File: src/verilog/oft_timer_map.vh
// constants for the overcurrent fault timer
`ifndef OFT_TIMER_MAP_VH
`define OFT_TIMER_MAP_VH
// overload timeout select field, bits 3..2 of the timing register
`define OFT_TOVSEL_MSB 3
`define OFT_TOVSEL_LSB 2
`define OFT_TOVSEL_RESET 2'h0
`define OFT_TOV_60MS 2'h0
`define OFT_TOV_30MS 2'h1
`define OFT_TOV_120MS 2'h2
// times in ms
`define OFT_T60_MS 60
`define OFT_T30_MS 30
`define OFT_T120_MS 120
`define OFT_COOL_MS 1000
// clock rate in kHz and counter tick period in cycles
`define OFT_CLK_KHZ 25000
`define OFT_TICK_CYC 25
// counter increments per ms at one tick per microsecond
`define OFT_TICKS_PER_MS 1000
// decrement runs one sixteenth as fast
`define OFT_DEC_DIV 16
`endif

File: src/verilog/oft_channel.v
// one channel of the overcurrent fault timer
`timescale 1ns/1ns
`include "oft_timer_map.vh"
module oft_channel #(
  parameter CW = 20,
  parameter [CW-1:0] LIM60 = 20'd60000,
  parameter [CW-1:0] LIM30 = 20'd30000,
  parameter [CW-1:0] LIM120 = 20'd120000,
  parameter [CW-1:0] COOLCNT = 20'd1000000
)
(
  input wire clk, // system clock
  input wire sys_rst, // async reset, high
  input wire tick, // counter time base pulse
  input wire [1:0] tovSel, // overload timeout select
  input wire tovChanged, // select field was written with a new value
  input wire startupDone, // start-up window expired
  input wire portOn, // channel currently powered
  input wire overLimit, // current at or above cut limit
  input wire foldback, // current held by foldback
  input wire cutDisable, // cut disable for channel
  input wire cmdOff, // power enable or reset turn-off
  input wire dcDisconnect, // dc disconnect turn-off
  input wire fastShutdown, // fast shutdown input
  input wire resetCmd, // reset command
  input wire offOrManual, // off or manual mode selected
  input wire semiAuto, // semiauto mode
  input wire detectEn, // detect enable bit
  output reg faultCnt_q, // pulse: cut-off fault event
  output reg powerOff_q, // pulse: power channel off
  output reg coolActive_q, // cool-down running, turn-on refused
  output reg startDetect_q, // pulse: start detection
  output reg [CW-1:0] ocCnt_q // overcurrent counter
);
  // ==========================================
  // timeout decode
  reg [CW-1:0] limit;
  always @*
  begin
    case (tovSel)
      `OFT_TOV_60MS: limit = LIM60;
      `OFT_TOV_30MS: limit = LIM30;
      `OFT_TOV_120MS: limit = LIM120;
      default: limit = LIM60;
    endcase
  end
  // ==========================================
  // counter and cool-down
  reg [3:0] decDiv_q;
  reg [CW-1:0] cool_q;
  wire active = startupDone && (overLimit || foldback);
  wire offEvt = cmdOff || dcDisconnect || fastShutdown;
  wire expire = portOn && active && (ocCnt_q + 1'b1 >= limit);
  always @(posedge clk or posedge sys_rst)
  begin
    if (sys_rst)
    begin
      ocCnt_q <= {CW{1'b0}};
      decDiv_q <= 4'h0;
      cool_q <= {CW{1'b0}};
      coolActive_q <= 1'b0;
      faultCnt_q <= 1'b0;
      powerOff_q <= 1'b0;
      startDetect_q <= 1'b0;
    end
    else
    begin
      powerOff_q <= 1'b0;
      startDetect_q <= 1'b0;
      // one-cycle event, so a later expiry is seen again after a clear
      faultCnt_q <= 1'b0;
      if (offEvt || tovChanged || !portOn)
      begin
        ocCnt_q <= {CW{1'b0}};
        decDiv_q <= 4'h0;
      end
      else if (tick)
      begin
        if (expire)
        begin
          ocCnt_q <= {CW{1'b0}};
          faultCnt_q <= 1'b1;
          if (!cutDisable)
          begin
            powerOff_q <= 1'b1;
            coolActive_q <= 1'b1;
            cool_q <= COOLCNT;
          end
        end
        else if (active)
          ocCnt_q <= ocCnt_q + 1'b1;
        else
        begin
          decDiv_q <= decDiv_q + 4'h1;
          // saturates at zero
          if (decDiv_q == 4'hf && ocCnt_q != {CW{1'b0}})
            ocCnt_q <= ocCnt_q - 1'b1;
        end
      end
      if (coolActive_q)
      begin
        if (resetCmd || offOrManual)
          coolActive_q <= 1'b0;
        else if (tick)
        begin
          if (cool_q <= {{(CW-1){1'b0}}, 1'b1})
          begin
            coolActive_q <= 1'b0;
            startDetect_q <= semiAuto && detectEn;
          end
          cool_q <= cool_q - 1'b1;
        end
      end
    end
  end
endmodule // oft_channel

File: src/verilog/oft_fault_timer.v
// eight-channel overcurrent fault timer
`timescale 1ns/1ns
`include "oft_timer_map.vh"
// Function
// - count up after start-up, while overloaded
// - power off when count reaches timeout
// - one-second cool-down blocks turn-on
// - decrement at sixteenth rate, floor zero
// - clear counter on commanded or fault off
// - timeout field change restarts counter
// - semiauto with detect enable redetects after cool-down
// - reset command or off/manual cancels cool-down
// - cut disable keeps faults, no power-off
// - 00 selects 60 ms, 01 30 ms
module oft_fault_timer #(
  parameter NCH = 8,
  parameter CW = 20,
  parameter TICK_CYC = `OFT_TICK_CYC,
  parameter [CW-1:0] LIM60 = `OFT_T60_MS * `OFT_TICKS_PER_MS,
  parameter [CW-1:0] LIM30 = `OFT_T30_MS * `OFT_TICKS_PER_MS,
  parameter [CW-1:0] LIM120 = `OFT_T120_MS * `OFT_TICKS_PER_MS,
  parameter [CW-1:0] COOLCNT = `OFT_COOL_MS * `OFT_TICKS_PER_MS
)
(
  input wire clk, // 25 MHz clock
  input wire sys_rst, // async reset, high
  input wire tovWrite, // write strobe for timeout select
  input wire [1:0] tovWdata, // new timeout select value
  output wire [1:0] tovSelect, // current timeout select readback
  input wire [NCH-1:0] startupDone, // start-up window expired
  input wire [NCH-1:0] portOn, // channel powered
  input wire [NCH-1:0] overLimit, // current at or above cut limit
  input wire [NCH-1:0] foldback, // current in foldback
  input wire [NCH-1:0] cutDisable, // per-channel cut disable
  input wire [NCH-1:0] cmdOff, // power enable or reset off
  input wire [NCH-1:0] dcDisconnect, // dc disconnect off
  input wire fastShutdown, // fast shutdown input
  input wire [NCH-1:0] resetCmd, // reset command
  input wire [NCH-1:0] offOrManual, // off or manual mode
  input wire [NCH-1:0] semiAuto, // semiauto mode
  input wire [NCH-1:0] detectEn, // detect enable bits
  input wire [NCH-1:0] faultClear, // clear cut-off fault flag
  output reg [NCH-1:0] cutFault, // cut-off fault flags
  output wire [NCH-1:0] powerOff, // pulse: power off channel
  output wire [NCH-1:0] turnOnBlock, // cool-down active
  output wire [NCH-1:0] startDetect // pulse: start detection
);
  // ==========================================
  // timeout select field and time base
  reg [1:0] tovSel_q;
  reg tovChg_q;
  reg [7:0] tickCnt_q;
  wire tick = (tickCnt_q == TICK_CYC - 1);
  always @(posedge clk or posedge sys_rst)
  begin
    if (sys_rst)
    begin
      tovSel_q <= `OFT_TOVSEL_RESET;
      tovChg_q <= 1'b0;
      tickCnt_q <= 8'h00;
    end
    else
    begin
      tovChg_q <= tovWrite && (tovWdata != tovSel_q);
      if (tovWrite)
        tovSel_q <= tovWdata;
      tickCnt_q <= tick ? 8'h00 : tickCnt_q + 8'h01;
    end
  end
  assign tovSelect = tovSel_q;
  // ==========================================
  // channels
  wire [NCH-1:0] fltEvt;
  genvar i;
  generate
    for (i = 0; i < NCH; i = i + 1)
    begin : gCh
      oft_channel #(
        .CW(CW), .LIM60(LIM60), .LIM30(LIM30), .LIM120(LIM120), .COOLCNT(COOLCNT)
      ) uCh (
        .clk(clk),
        .sys_rst(sys_rst),
        .tick(tick),
        .tovSel(tovSel_q),
        .tovChanged(tovChg_q),
        .startupDone(startupDone[i]),
        .portOn(portOn[i]),
        .overLimit(overLimit[i]),
        .foldback(foldback[i]),
        .cutDisable(cutDisable[i]),
        .cmdOff(cmdOff[i]),
        .dcDisconnect(dcDisconnect[i]),
        .fastShutdown(fastShutdown),
        .resetCmd(resetCmd[i]),
        .offOrManual(offOrManual[i]),
        .semiAuto(semiAuto[i]),
        .detectEn(detectEn[i]),
        .faultCnt_q(fltEvt[i]),
        .powerOff_q(powerOff[i]),
        .coolActive_q(turnOnBlock[i]),
        .startDetect_q(startDetect[i]),
        .ocCnt_q()
      );
    end
  endgenerate
  // ==========================================
  // sticky fault flags; set wins over clear
  reg [NCH-1:0] fltSeen_q;
  always @(posedge clk or posedge sys_rst)
  begin
    if (sys_rst)
    begin
      cutFault <= {NCH{1'b0}};
      fltSeen_q <= {NCH{1'b0}};
    end
    else
    begin
      fltSeen_q <= fltEvt;
      cutFault <= (cutFault & ~faultClear) | (fltEvt & ~fltSeen_q);
    end
  end
endmodule // oft_fault_timer

File: config.mk
export PLATFORM = sky130hd
export DESIGN_NAME = oft_fault_timer
export DESIGN_NICKNAME = d
export VERILOG_FILES = /design/src/verilog/oft_channel.v /design/src/verilog/oft_fault_timer.v
export VERILOG_INCLUDE_DIRS = /design/src /design/src/verilog
export SDC_FILE = /design/constraint.sdc
export NUM_CORES = 2
export LEC_CHECK = 0
export BUFFER_PORTS_ARGS = -buffer_cell sky130_fd_sc_hd__buf_2
export CAP_MARGIN = 20
export CORE_MARGIN = 10
export CORE_UTILIZATION = 55
export CTS_CLUSTER_DIAMETER = 200
export DETAILED_ROUTE_END_ITERATION = 6
export HOLD_SLACK_MARGIN = 0.02
export PLACE_DENSITY = 0.76
export SKIP_LAST_GASP = 1
export SLEW_MARGIN = 20
export SYNTH_ARGS = -nofsm -noshare
export SYNTH_HDL_FRONTEND = slang
export SYNTH_HIERARCHICAL = 1
export SYNTH_SLANG_ARGS = --single-unit
File: constraint.sdc
create_clock -name clk -period 5.5 [get_ports clk]
set_clock_uncertainty 0.05 [all_clocks]
set_input_delay 1.375 -clock clk [delete_from_list [all_inputs] [get_ports clk]]
set_output_delay 1.375 -clock clk [all_outputs]
set_load 0.05 [all_outputs]
==> impl_metrics.py <==
metrics = {
    "route": {
        "num_vias": 26600,
        "drt_iter0_markers": 2405,
        "routed_wirelength_um": 73900,
        "wl_met1_um": 33300,
        "avgViaCountPerCell": 6.13,
        "final_antenna_net_count": 0,
        "wl_per_cell_um": 17.0,
        "met2_length_um": 33500,
        "drc": 0,
        "highest_layer": "met5",
        "met3WireLength_um": 5140,
        "dr.pass1.iters": 6,
    },
    "timing": {
        "relSlewSlack_pct": 34.4,
        "drv_slew": 0,
        "fin_setup_tns_ps": 0,
        "finalSetupViolCount": 0,
        "finalCriticalPeriod_ps": 4420,
        "rsz0062_at_grt": "no",
        "period_share_pct": 80.3,
        "worst_slew_pin_slew_ps": 977,
        "fmax_ghz": 0.226,
        "hold_viol": 0,
    },
    "cells_and_area": {
        "final_nets": 3885,
        "final_area_mm2": 0.0322,
        "synthToLayoutAreaGrowth_pct": 8.35,
        "diodes": 0,
        "finish.utilization_pct": 60.0,
        "top_regs": "gCh.uCh/cool_q: 160 flops, gCh.uCh/ocCnt_q: 160 flops, gCh.uCh/decDiv_q: 32 flops",
        "fillers": 4723,
        "drive_gt1_share_pct": 9.67,
    },
    "worst_setup_path": {
        "slowest_delay_ps": 600,
        "critPathKind": "reg2reg",
        "cp_num_buf_inv": 0,
        "cp_cell_sequence": "nand2_1, or3_1, nor3_1, nand3_1, xnor2_1, ha_1, and2_1, o41a_1, a311oi_1, a211oi_1, nor2_8, nor4_2, o21ai_0",
        "cp-end-kind": "register",
        "crit_slowest_cell": "a211oi_1",
        "cp.required_ps": 5900,
        "cp-start-kind": "register",
        "arrival_ps": 4820,
        "critPathTopFamily": "simple AND/OR/NAND/NOR gates",
        "crit_path_max_fanout": 15,
    },
    "floorplan": {
        "fp.coreArea_mm2": 0.0537,
        "start_util_pct": 55.4,
        "num_rows": 85,
        "fp.dieH_um": 252,
        "die_area_mm2": 0.0638,
        "boundaryPins": 136,
        "fp.dieW_um": 252,
    },
    "global_route": {
        "first_global_vias": 24800,
        "grt_pass1_wl_um": 124000,
        "globalRouteTotalUtil_pct": 22.7,
        "antenna_found_initial": 1,
        "grt_max_degree": 61,
        "grt_overflow": 0,
    },
    "placement": {
        "hpwl_um": 51300,
        "gp_congestion": 0.941,
        "place_area_mm2": 0.0306,
        "port_buffers": 135,
    },
    "job": {
        "maxCapViolations": 0,
    },
    "yosys": {
        "synth_cell_types": 96,
        "syn-num-nets": 3874,
        "synth_top_area_share_pct": 34.6,
        "ys_warn_count": 6,
        "async_reset_ff_share_pct": 100,
        "ys_seq_elements": 411,
        "ys.flop_type": "dfrtp_1",
        "yosysTopAreaCell": "dfrtp_1",
        "synth.area.top_cells": "dfrtp_1, ha_1, nor2_1",
        "ys_seq_area_share_pct": 34.6,
        "netlist_area_mm2": 0.0297,
        "synth_enable_flop_cells": 0,
        "syn_area_per_cell_um2": 8.25,
        "synthCells": 3602,
    },
    "worst_hold_path": {
        "holdCritPathClass": "reg2reg",
    },
    "cts": {
        "cts_sinks": 411,
        "cts_hold_buf": 0,
        "cts_buffer_depth": 3,
        "cts-resized-gates": 0,
        "root_buffer": "clkbuf_16",
        "cts_tree": "yes",
        "cts_made_buffers": 48,
        "clk_latency_ps": 600,
        "htree_levels": 2,
        "clk_pin_slew_ps": 60,
        "postCtsSetupRepairBufs": 0,
    },
    "outcome": {
        "status": "finished, final reports clean",
    },
    "power": {
        "cellPowerDensity_mw_per_mm2": 238,
        "peakVddDrop_mv": 0.230,
        "power_mw": 7.68,
        "p_leak_nw": 14.6,
    },
}
[layout make-up]
type	instances	area, um^2	share of cell area, %
Clock inverter	21	272	0.843
Multi-Input combinational cell	2827	17900	55.5
Tap cell	696	871	2.70
Timing Repair Buffer	165	913	2.84
Sequential cell	411	10300	31.9
Inverter	160	608	1.89
Clock buffer	65	1380	4.27
[worst paths after layout]
path	startpoint	end	slack, ps	cells past startpoint
min in group asynchronous	sys_rst	gCh[4].uCh/ocCnt_q[9]	1000	2
max in group asynchronous	sys_rst	gCh[4].uCh/cool_q[18]	3630	3
hold / removal	gCh[7].uCh/faultCnt_q	fltSeen_q[7]	320	0
setup / recovery	gCh[7].uCh/ocCnt_q[2]	gCh[7].uCh/cool_q[11]	1080	13
hold reg to reg	gCh[7].uCh/faultCnt_q	fltSeen_q[7]	320	0
setup reg to reg	gCh[7].uCh/ocCnt_q[2]	gCh[7].uCh/cool_q[11]	1080	13
[worst reg2reg max path, delay by kind of cell, from the launching register on]
| kind | cells | cell delay (ps) |
|---|---|---|
| AND/OR/NAND/NOR | 7 | 2190 |
| flip-flops | 1 | 570 |
| adder cells (fa/ha/maj) | 1 | 290 |
| XOR/XNOR | 1 | 160 |
| AO/OA/AOI/OAI | 4 | 980 |
[synth_stat cells (10+ instances only)]
library cell,instances
and2_1,46
buf_4,10
o31ai_1,39
mux2_2,16
o21ai_0,202
nand2_1,379
and3_1,58
o221ai_1,32
nor4_1,63
mux2i_1,16
o21a_1,37
nor2_1,395
xnor2_1,114
or4_1,51
dfrtp_1,411
and4_1,15
o21ai_1,37
nand2b_1,38
nor3b_1,20
nor2b_1,16
buf_6,11
a211oi_1,22
or2_2,22
a21oi_1,144
buf_2,60
a41oi_1,10
nand3_1,164
nand4_1,44
xor2_1,79
ha_1,170
o21bai_1,21
o211ai_1,50
nor4_4,10
clkbuf_1,121
nor3_1,142
o22ai_1,35
a31oi_1,71
or3_1,91
inv_1,160
a311oi_1,12
[power breakdown]
part	internal, mW	leakage (nW)	switching [mW]
logic	0.439	8.12	0.738
registers	3.06	5.62	0.0916
clock network	2.03	0.814	1.32
[per-layer routing]
layer,GRT usage (%),vias up
met5,0,-
met2,36.1,896
met4,7.11,2
met3,4.14,144
li1,-,13100
met1,31.0,12500
[cell families after synthesis]
family	Yosys count	share of synthesized area [%]
AOI/OAI and AO/OA	816	18.0
muxes	34	1.22
DFF	411	34.6
buffers and inverters	364	5.26
and+or+nand+nor	1614	28.1
adders and majority gates	170	7.15
xor gates and xnor gates	193	5.69
[cells in the final DEF, fill, tap and decap left out, types with 38 or more instances in the layout]
cell / instances
a21oi_1: 144
dfrtp_1: 411
nand3_1: 164
nor2_1: 395
nand2_1: 379
nand2b_1: 38
a31oi_1: 71
xor2_1: 79
inv_1: 151
nor4_1: 63
clkbuf_16: 49
and3_1: 58
xnor2_1: 114
o21ai_0: 202
o31ai_1: 39
buf_2: 135
or4_1: 51
o211ai_1: 50
ha_1: 170
nor3_1: 142
and2_1: 46
or3_1: 91
nand4_1: 44
[stage by stage]
step	worst slack (ps)	std cells	hold WS, ps
2_1_floorplan	1480	3602	304
3_3_place_gp	1250	4259	308
3_5_place_dp	1140	4259	315
4_1_cts	1130	4345	329
5_1_grt	705	4345	335
6_report	1080	4345	325
No activity file was read; power rests on OpenSTA's default activity.
